### src/disk_ctrl_rate_status_pkg.sv
package disk_ctrl_rate_status_pkg;
    localparam int ADDR_W = 2;
    localparam int DATA_W = 8;
    localparam int NUM_DRIVES = 4;
    localparam logic [1:0] ADDR_DRIVE_CONFIG_EXT = 2'h0;
    localparam logic [1:0] ADDR_RATE_SELECT_CTRL = 2'h1;
    localparam logic [1:0] ADDR_MAIN_STATUS = 2'h2;
    localparam int CFG_TAPE_LSB = 0;
    localparam int CFG_BOOT_LSB = 2;
    localparam int CFG_DRIVE_ID_LSB = 4;
    localparam int CFG_MEDIA_ID_LSB = 6;
    localparam int RATE_CODE_LSB = 0;
    localparam int RATE_SHIFT_LSB = 2;
    localparam int RATE_OSC_BIT = 5;
    localparam int RATE_PD_BIT = 6;
    localparam int RATE_SWRST_BIT = 7;
    localparam logic [1:0] RATE_1M = 2'h3;
    localparam logic [1:0] RATE_500K = 2'h0;
    localparam logic [1:0] RATE_300K = 2'h1;
    localparam logic [1:0] RATE_250K = 2'h2;
    localparam logic [1:0] RATE_CODE_RST = RATE_250K;
    localparam logic [2:0] SHIFT_CODE_RST = 3'h0;
    localparam logic [2:0] SHIFT_OFF = 3'h7;
    localparam logic [2:0] SHIFT_DEFAULT = 3'h0;
    localparam logic [1:0] BOOT_STRAIGHT = 2'h0;
    localparam logic [1:0] BOOT_SWAP01 = 2'h1;
    localparam logic [1:0] BOOT_SWAP02 = 2'h2;
    localparam logic [1:0] BOOT_RST = 2'h0;
    localparam logic [1:0] TAPE_RST = 2'h0;
    localparam logic OSC_OFF_RST = 1'b0;
    localparam logic [4:0] DEF_UNITS_2M = 5'h01;
    localparam logic [4:0] DEF_UNITS_1M = 5'h02;
    localparam logic [4:0] DEF_UNITS_SLOW = 5'h06;
    localparam logic [7:0] STATUS_POWERED_DOWN = 8'h80;
    localparam int CLK_PERIOD_NS = 100;
    localparam int BIT_NS_2M = 500;
    localparam int BIT_NS_1M = 1000;
    localparam int BIT_NS_500K = 2000;
    localparam int BIT_NS_300K = 3333;
    localparam int BIT_NS_250K = 4000;
    localparam logic [7:0] BIT_CYC_2M = 8'(BIT_NS_2M / CLK_PERIOD_NS);
    localparam logic [7:0] BIT_CYC_1M = 8'(BIT_NS_1M / CLK_PERIOD_NS);
    localparam logic [7:0] BIT_CYC_500K = 8'(BIT_NS_500K / CLK_PERIOD_NS);
    localparam logic [7:0] BIT_CYC_300K = 8'(BIT_NS_300K / CLK_PERIOD_NS);
    localparam logic [7:0] BIT_CYC_250K = 8'(BIT_NS_250K / CLK_PERIOD_NS);
endpackage

### src/disk_ctrl_rate_status_regs.sv
// The address-and-strobe port and the register addresses were decided locally.
`timescale 1ns/10ps
module disk_ctrl_rate_status_regs #(
    parameter int TRACK_W = 8
) (
    // Clock and reset.
    input  wire logic                                          i_sys_clk,
    input  wire logic                                          i_rst,
    // Register port.
    input  wire logic [disk_ctrl_rate_status_pkg::ADDR_W-1:0]  i_addr,
    input  wire logic [disk_ctrl_rate_status_pkg::DATA_W-1:0]  i_wr_data,
    input  wire logic                                          i_wr_en,
    input  wire logic                                          i_rd_en,
    output logic      [disk_ctrl_rate_status_pkg::DATA_W-1:0]  o_rd_data,
    output logic      [disk_ctrl_rate_status_pkg::DATA_W-1:0]  o_rd_data_oe,
    // Identification and mode inputs.
    input  wire logic                                          i_ext_reg_enable,
    input  wire logic [1:0]                                    i_media_id,
    input  wire logic [1:0]                                    i_drive_type_id,
    input  wire logic                                          i_double_clock_select,
    input  wire logic                                          i_rate_2m,
    input  wire logic [TRACK_W-1:0]                            i_shift_start_track,
    input  wire logic [TRACK_W-1:0]                            i_current_track,
    // Drive select and motor lines.
    input  wire logic [disk_ctrl_rate_status_pkg::NUM_DRIVES-1:0] i_logical_select,
    input  wire logic [disk_ctrl_rate_status_pkg::NUM_DRIVES-1:0] i_logical_motor,
    input  wire logic                                          i_output_control_reset,
    output logic      [disk_ctrl_rate_status_pkg::NUM_DRIVES-1:0] o_select_pin,
    output logic      [disk_ctrl_rate_status_pkg::NUM_DRIVES-1:0] o_motor_pin,
    output logic      [disk_ctrl_rate_status_pkg::NUM_DRIVES-1:0] o_tape_pin,
    // Command engine status.
    input  wire logic                                          i_cmd_accepted,
    input  wire logic                                          i_result_done,
    input  wire logic                                          i_no_result_done,
    input  wire logic                                          i_exec_phase,
    input  wire logic                                          i_polled_mode,
    input  wire logic                                          i_host_request,
    input  wire logic                                          i_transfer_direction,
    input  wire logic [disk_ctrl_rate_status_pkg::NUM_DRIVES-1:0] i_drive_seek_active,
    input  wire logic                                          i_save_cmd,
    input  wire logic                                          i_restore_cmd,
    input  wire logic                                          i_restore_osc,
    // Reset, power and rate outputs.
    output logic                                               o_soft_reset,
    output logic                                               o_core_abort,
    output logic                                               o_powered_down,
    output logic                                               o_osc_power_off,
    output logic                                               o_clock_in_enable,
    output logic                                               o_saved_osc_power_off,
    output logic      [1:0]                                    o_rate_code,
    output logic                                               o_rate_tick,
    output logic                                               o_shift_enable,
    output logic      [4:0]                                    o_write_shift_units
);
    import disk_ctrl_rate_status_pkg::*;

    if (TRACK_W < 1 || TRACK_W > 16) begin : g_bad_track_w
        $error("TRACK_W must lie between 1 and 16.");
    end

    // ------------------------------------------------------------------
    // Helper functions.
    // ------------------------------------------------------------------
    // Physical pin index that carries a logical drive under a boot code.
    function automatic logic [1:0] map_drive(input logic [1:0] boot, input logic [1:0] idx);
        logic [1:0] res;
        res = idx;
        case (boot)
            BOOT_SWAP01: begin
                if (idx == 2'h0) res = 2'h1;
                else if (idx == 2'h1) res = 2'h0;
            end
            BOOT_SWAP02: begin
                if (idx == 2'h0) res = 2'h2;
                else if (idx == 2'h2) res = 2'h0;
            end
            default: res = idx;
        endcase
        return res;
    endfunction
    function automatic logic [7:0] bit_cycles(input logic fast, input logic [1:0] code);
        logic [7:0] res;
        case (code)
            RATE_1M:   res = BIT_CYC_1M;
            RATE_500K: res = BIT_CYC_500K;
            RATE_300K: res = BIT_CYC_300K;
            default:   res = BIT_CYC_250K;
        endcase
        if (fast) res = BIT_CYC_2M;
        return res;
    endfunction

    // ------------------------------------------------------------------
    // Decoded strobes.
    // ------------------------------------------------------------------
    logic cfg_wr;
    logic rate_wr;
    logic cfg_rd;
    logic status_rd;
    assign cfg_wr    = i_wr_en && (i_addr == ADDR_DRIVE_CONFIG_EXT);
    assign rate_wr   = i_wr_en && (i_addr == ADDR_RATE_SELECT_CTRL);
    assign cfg_rd    = i_rd_en && (i_addr == ADDR_DRIVE_CONFIG_EXT);
    assign status_rd = i_rd_en && (i_addr == ADDR_MAIN_STATUS);

    // ------------------------------------------------------------------
    // Drive configuration state.
    // ------------------------------------------------------------------
    logic [1:0] boot_sel_reg;
    logic [1:0] boot_sel_next;
    logic [1:0] tape_sel_reg;
    logic [1:0] tape_sel_next;
    always_comb begin
        boot_sel_next = boot_sel_reg;
        tape_sel_next = tape_sel_reg;
        if (cfg_wr) begin
            tape_sel_next = i_wr_data[CFG_TAPE_LSB +: 2];
            if (i_ext_reg_enable) begin
                boot_sel_next = i_wr_data[CFG_BOOT_LSB +: 2];
            end
        end
    end

    always_ff @(posedge i_sys_clk) begin
        if (i_rst) begin
            boot_sel_reg <= BOOT_RST;
            tape_sel_reg <= TAPE_RST;
        end else begin
            boot_sel_reg <= boot_sel_next;
            tape_sel_reg <= tape_sel_next;
        end
    end

    // ------------------------------------------------------------------
    // Rate, power and reset state.
    // ------------------------------------------------------------------
    logic [1:0] rate_code_reg;
    logic [1:0] rate_code_next;
    logic [2:0] shift_code_reg;
    logic [2:0] shift_code_next;
    logic       osc_reg;
    logic       osc_next;
    logic       saved_osc_reg;
    logic       saved_osc_next;
    logic       soft_reg;
    logic       soft_next;
    logic       abort_reg;
    logic       abort_next;
    logic       pd_reg;
    logic       pd_next;
    logic       clk_en_reg;
    logic       clk_en_next;
    always_comb begin
        rate_code_next  = rate_code_reg;
        shift_code_next = shift_code_reg;
        osc_next        = osc_reg;
        saved_osc_next  = saved_osc_reg;
        soft_next       = i_output_control_reset;
        abort_next      = 1'b0;
        pd_next         = pd_reg || abort_reg;
        if (rate_wr) begin
            rate_code_next  = i_wr_data[RATE_CODE_LSB +: 2];
            shift_code_next = i_wr_data[RATE_SHIFT_LSB +: 3];
            osc_next        = i_wr_data[RATE_OSC_BIT];
            if (i_wr_data[RATE_SWRST_BIT]) begin
                soft_next = 1'b1;
            end else if (i_wr_data[RATE_PD_BIT]) begin
                abort_next = 1'b1;
            end
        end
        if (i_restore_cmd) begin
            osc_next = osc_next && i_restore_osc;
        end
        if (i_save_cmd) begin
            saved_osc_next = osc_reg;
        end
        if (soft_next) begin
            pd_next = 1'b0;
        end
        clk_en_next = !pd_next;
    end

    always_ff @(posedge i_sys_clk) begin
        if (i_rst) begin
            rate_code_reg  <= RATE_CODE_RST;
            shift_code_reg <= SHIFT_CODE_RST;
            osc_reg        <= OSC_OFF_RST;
            saved_osc_reg  <= OSC_OFF_RST;
            soft_reg       <= 1'b0;
            abort_reg      <= 1'b0;
            pd_reg         <= 1'b0;
            clk_en_reg     <= 1'b1;
        end else begin
            rate_code_reg  <= rate_code_next;
            shift_code_reg <= shift_code_next;
            osc_reg        <= osc_next;
            saved_osc_reg  <= saved_osc_next;
            soft_reg       <= soft_next;
            abort_reg      <= abort_next;
            pd_reg         <= pd_next;
            clk_en_reg     <= clk_en_next;
        end
    end

    // ------------------------------------------------------------------
    // Command status and register reads.
    // ------------------------------------------------------------------
    logic       cmd_active_reg;
    logic       cmd_active_next;
    logic [7:0] rd_data_reg;
    logic [7:0] rd_data_next;
    logic [7:0] rd_oe_reg;
    logic [7:0] rd_oe_next;
    logic [7:0] status_value;
    always_comb begin
        cmd_active_next = cmd_active_reg;
        if (i_result_done || i_no_result_done) begin
            cmd_active_next = 1'b0;
        end
        if (i_cmd_accepted) begin
            cmd_active_next = 1'b1;
        end
        if (soft_next || abort_next) begin
            cmd_active_next = 1'b0;
        end
        status_value = {i_host_request, i_transfer_direction,
                        i_polled_mode && i_exec_phase, cmd_active_reg,
                        i_drive_seek_active};
        if (pd_reg) begin
            status_value = STATUS_POWERED_DOWN;
        end
        rd_data_next = 8'h00;
        rd_oe_next   = 8'h00;
        if (cfg_rd) begin
            rd_data_next = {i_media_id, i_drive_type_id, boot_sel_reg, tape_sel_reg};
            rd_oe_next   = i_ext_reg_enable ? 8'hFF : 8'h03;
            if (!i_ext_reg_enable) begin
                rd_data_next = {6'h00, tape_sel_reg};
            end
        end else if (status_rd) begin
            rd_data_next = status_value;
            rd_oe_next   = 8'hFF;
        end
    end

    always_ff @(posedge i_sys_clk) begin
        if (i_rst) begin
            cmd_active_reg <= 1'b0;
            rd_data_reg    <= 8'h00;
            rd_oe_reg      <= 8'h00;
        end else begin
            cmd_active_reg <= cmd_active_next;
            rd_data_reg    <= rd_data_next;
            rd_oe_reg      <= rd_oe_next;
        end
    end

    // ------------------------------------------------------------------
    // Drive pins, write shift and rate timing.
    // ------------------------------------------------------------------
    logic [3:0] sel_reg;
    logic [3:0] sel_next;
    logic [3:0] mot_reg;
    logic [3:0] mot_next;
    logic [3:0] tape_reg;
    logic [3:0] tape_next;
    logic       shift_en_reg;
    logic       shift_en_next;
    logic [4:0] units_reg;
    logic [4:0] units_next;
    logic [7:0] tick_cnt_reg;
    logic [7:0] tick_cnt_next;
    logic       tick_reg;
    logic       tick_next;
    always_comb begin
        sel_next  = 4'h0;
        mot_next  = 4'h0;
        tape_next = 4'h0;
        for (int i = 0; i < NUM_DRIVES; i++) begin
            sel_next[map_drive(boot_sel_reg, 2'(i))] = i_logical_select[i];
            mot_next[map_drive(boot_sel_reg, 2'(i))] = i_logical_motor[i];
        end
        if (tape_sel_reg != 2'h0) begin
            tape_next[map_drive(boot_sel_reg, tape_sel_reg)] = 1'b1;
        end
        if (shift_code_reg == SHIFT_DEFAULT) begin
            if (i_rate_2m) units_next = DEF_UNITS_2M;
            else if (rate_code_reg == RATE_1M) units_next = DEF_UNITS_1M;
            else units_next = DEF_UNITS_SLOW;
        end else if (i_double_clock_select) begin
            units_next = {2'h0, shift_code_reg};
        end else begin
            units_next = {1'b0, shift_code_reg, 1'b0};
        end
        shift_en_next = (shift_code_reg != SHIFT_OFF)
                        && (!i_double_clock_select || i_rate_2m)
                        && (i_current_track >= i_shift_start_track)
                        && !pd_reg;
        if (!shift_en_next) units_next = 5'h00;
        tick_next     = 1'b0;
        tick_cnt_next = tick_cnt_reg - 8'h01;
        if (tick_cnt_reg <= 8'h01) begin
            tick_next     = !pd_reg;
            tick_cnt_next = bit_cycles(i_rate_2m, rate_code_reg);
        end
    end

    always_ff @(posedge i_sys_clk) begin
        if (i_rst) begin
            sel_reg      <= 4'h0;
            mot_reg      <= 4'h0;
            tape_reg     <= 4'h0;
            shift_en_reg <= 1'b0;
            units_reg    <= 5'h00;
            tick_cnt_reg <= 8'h00;
            tick_reg     <= 1'b0;
        end else begin
            sel_reg      <= sel_next;
            mot_reg      <= mot_next;
            tape_reg     <= tape_next;
            shift_en_reg <= shift_en_next;
            units_reg    <= units_next;
            tick_cnt_reg <= tick_cnt_next;
            tick_reg     <= tick_next;
        end
    end

    assign o_rd_data             = rd_data_reg;
    assign o_rd_data_oe          = rd_oe_reg;
    assign o_select_pin          = sel_reg;
    assign o_motor_pin           = mot_reg;
    assign o_tape_pin            = tape_reg;
    assign o_soft_reset          = soft_reg;
    assign o_core_abort          = abort_reg;
    assign o_powered_down        = pd_reg;
    assign o_osc_power_off       = osc_reg;
    assign o_clock_in_enable     = clk_en_reg;
    assign o_saved_osc_power_off = saved_osc_reg;
    assign o_rate_code           = rate_code_reg;
    assign o_rate_tick           = tick_reg;
    assign o_shift_enable        = shift_en_reg;
    assign o_write_shift_units   = units_reg;
endmodule // disk_ctrl_rate_status_regs

### config.mk
export PLATFORM = sky130hd
export DESIGN_NAME = disk_ctrl_rate_status_regs
export DESIGN_NICKNAME = d
export VERILOG_FILES = /design/src/disk_ctrl_rate_status_pkg.sv /design/src/disk_ctrl_rate_status_regs.sv
export SDC_FILE = /design/constraint.sdc
export NUM_CORES = 1
export LEC_CHECK = 0
export ABC_AREA = 1
export BUFFER_PORTS_ARGS = -buffer_cell sky130_fd_sc_hd__buf_4
export CORE_MARGIN = 3
export CORE_UTILIZATION = 43
export CTS_CLUSTER_SIZE = 25
export DETAILED_ROUTE_END_ITERATION = 10
export PLACE_DENSITY = 0.87
export SLEW_MARGIN = 10
export SYNTH_ARGS = -nofsm -noshare
export SYNTH_HDL_FRONTEND = slang
export SYNTH_SLANG_ARGS = --single-unit
### constraint.sdc
create_clock -name i_sys_clk -period 1.4 [get_ports i_sys_clk]
set_clock_uncertainty 0.15 [all_clocks]
set_input_delay 0.28 -clock i_sys_clk [delete_from_list [all_inputs] [get_ports i_sys_clk]]
set_output_delay 0.28 -clock i_sys_clk [all_outputs]
set_load 0.05 [all_outputs]
==> impl_metrics.yaml <==
pwr:
  totalPowerFinal_mw: 4.543
  power.density_nw_per_um2: 1208
  p_sw_mw: 1.609
  cell_internal_pwr_mw: 2.934
  peakVddDrop_uv: 670.4
  pwr-share-clk_pct: 23.0
  p_comb_share_pct: 38.0
  leakage_nw: 1.796
  swShare_pct: 35.42
  power_frac_seq_pct: 39.1
detailed_routing:
  vias_per_cell: 4.878
  ant_nets: 0
  drtPass1Iterations: 4
  drt_iter0_markers: 97
  vias: 2483
  drc_errors: 0
  wire_per_inst_um: 13.47
  drt-total-wl_um: 6856
final_layout:
  nets: 518
  final_cells: 509
  finalInstanceArea_um2: 3760
  num_antenna_cells: 0
  drive_gt1_share_pct: 43.94
  area_delta_synth_final_pct: 49.88
min_path:
  hold-path-cell-count: 3
  hold_path_class: "primary input to register"
  hold_end: "o_select_pin[3]"
  min_from: "i_logical_select[3]"
clocking:
  clockRootBuffer: "clkbuf_8"
  ctsHtreeMaxLevel: 2
  clkTransAtPathRegs_ns: 0.10
  cts.sinks: 52
  clock_tree.buffer_depth: 2
  cts_buffers: 5
  clk_latency_ns: 0.31
  cts_tree: "done"
setup_path:
  critical_path_peak_fanout: 3
  reg2reg_to: "o_tape_pin[1]"
  start_kind: "register"
  r2r_slack_ns: -0.008
  cp_slowest_cell: "dfxtp_2"
  crit_family: "flip-flops"
  slowest_delay_ns: 0.36
  crit_type: "register to register"
  arrival_ns: 1.47
  crit_path_end_kind: "register"
  path_buf_inv: 1
  timing.rr.start: "tape_sel_reg[0]"
  reg2reg_depth: 6
  worstPathCellList: "buf_6 > ha_4 > o31ai_4 > nand2_1 > o21ai_2 > nor2_1"
  worstPathRequired_ns: 1.47
global_route:
  grt-ovfl-total: 0
  grt_pass1_vias: 2395
  grt_use_total_pct: 19.73
  grt_pass1_wl_um: 10330
  grt_max_degree: 18
  antenna_found_initial: 0
synth:
  ys_seq_area_share_pct: 41.50
  synth.cell_area_um2: 2509
  synthArstFlopShare_pct: 0
  synth_warnings: 0
  ys.flop_type: "dfxtp_1"
  syn_inst: 314
  avgSynthCellArea_um2: 7.989
  synth-edff-count: 0
  yosysUniqueCellTypes: 36
  synth_nets: 396
  synth-seq-cells: 52
status:
  violations: "setup timing"
  outcome: "finished with violations"
placement:
  place_hpwl_um: 5179
  portBuffers: 101
  placed_area_um2: 3455
  place_ws_ns: -0.1850
  gp_congestion: 0.7910
  place_inst: 498
sta:
  slew_viol_final: 0
  period_needed_ns: 1.408
  rsz0062_at_grt: "true"
  setup_violations: 2
  max_freq_mhz: 710.4
  fin_crit_sh_pct: 100.5
  whs_ns: 0.01910
  finalHoldViolCount: 0
  layout_setup_ws_ns: -0.007648
floorplanning:
  die-area_um2: 6786
  row_count: 27
  core-area_um2: 5574
  pin_count: 103
  die_h_um: 82.38
  die_w_um: 82.38
  initial_core_util_pct: 45.01
job:
  max_cap_viol_count: 0
## area by class of cell
type                    instances  area [µm²]
inverters                      44       172.7
multi-input cells             208        1375
fillers                       428        1814
well taps                      72       90.09
flip-flops and latches         52        1059
clock buffers                   6       72.57
clock inverters                 2       38.79
repair buffers                125       952.2
## kinds of logic (layout without fill, tap and decap cells)
family	after synthesis	in the layout	share of synthesized area, %
AOI/OAI and AO/OA	65	65	14.36
xor gates and xnor gates	3	3	1.048
adders and majority gates	22	22	10.97
buffers and inverters	54	177	9.177
DFF	52	52	41.50
muxes	1	1	0.3990
other	1	1	0.1495
and+or+nand+nor	116	116	22.39
## worst max path at each step
stage / from / to / slack, ns / cells past startpoint
after floorplan: boot_sel_reg[0] / o_tape_pin[2] / 0.008 / 6
after CTS: tape_sel_reg[1] / o_tape_pin[3] / -0.02 / 7
after global routing: tick_cnt_reg[0] / tick_cnt_reg[1] / -0.09 / 8
after global placement: i_shift_start_track[7] / o_write_shift_units[0] / -0.07 / 8
final: tape_sel_reg[0] / o_tape_pin[1] / -0.008 / 6
after detailed placement: i_current_track[7] / o_write_shift_units[2] / -0.18 / 8
## cells in the mapped netlist, types with 3 or more instances
cell type   n  area [µm²]
nand3_1    23       115.1
o21ai_0    15       75.07
o21bai_1    3       22.52
dfxtp_1    52        1041
nor2_1     31       116.4
buf_4       7       52.55
a21oi_1    32       160.2
nor2_4      3       33.78
inv_2       9       33.78
o21ai_1     7       35.03
nor2_2      4       25.02
ha_1       22       275.3
nand2_1    42       157.7
inv_1      35       131.4
nor3_1      3       15.01
## power by group through the flow
stage,Sequential (mW),Combinational [mW],Clock (mW)
final,1.78,1.72,1.04
after global routing,1.79,1.91,1.14
after CTS,1.77,1.62,1.07
after detailed placement,1.78,1.57,0
after global placement,1.76,1.51,0
after floorplan,1.93,0.856,0
## per-layer routing
metal	wire length, µm	track usage, %
met5	0	0
met4	76	5.648
met3	434	5.315
met2	3700	36.30
met1	2645	22.03
## layout by cell type (no fill, tap or decap), types with 2 or more instances in the layout
cell type	synthesis	routed
inv_4	0	3
nor2_4	3	4
nand2_1	42	41
inv_2	9	14
buf_4	7	121
nor3_1	3	2
o21ai_0	15	14
o21ai_2	2	4
clkbuf_8	0	5
buf_6	0	3
nand3_2	2	4
nor2_2	4	5
o21bai_1	3	3
xor2_1	2	2
ha_1	22	14
dfxtp_4	0	2
nand3_1	23	21
inv_1	35	27
dfxtp_2	0	8
ha_4	0	7
a21oi_1	32	31
nand2_2	2	3
o21ai_1	7	6
nor3_2	1	2
dfxtp_1	52	42
nor2_1	31	29
## stage by stage
stage / setup TNS [ns] / util (%)
finish: -0.008312 / 67.45
global route: -0.6527 / 67.45
CTS: -0.02225 / 65.50
detailed placement: -1.363 / 61.98
global placement: -0.4149 / 61.98
floorplan: 0 / -
## tightest hold or removal path, cell delays in order
cell,delay (ns)
buf_4,0.08
inv_1,0.03
nor2_1,0.07
## what timing repair did
action	4_1_cts	5_1_grt
hold endpoints to repair	1	0
hold buffers	1	0
gates resized for setup	22	26
endpoints found under the setup margin	14	13
pin swaps	1	9
buffers inserted	0	3
Note: power is estimated with default switching activity, not from simulation.
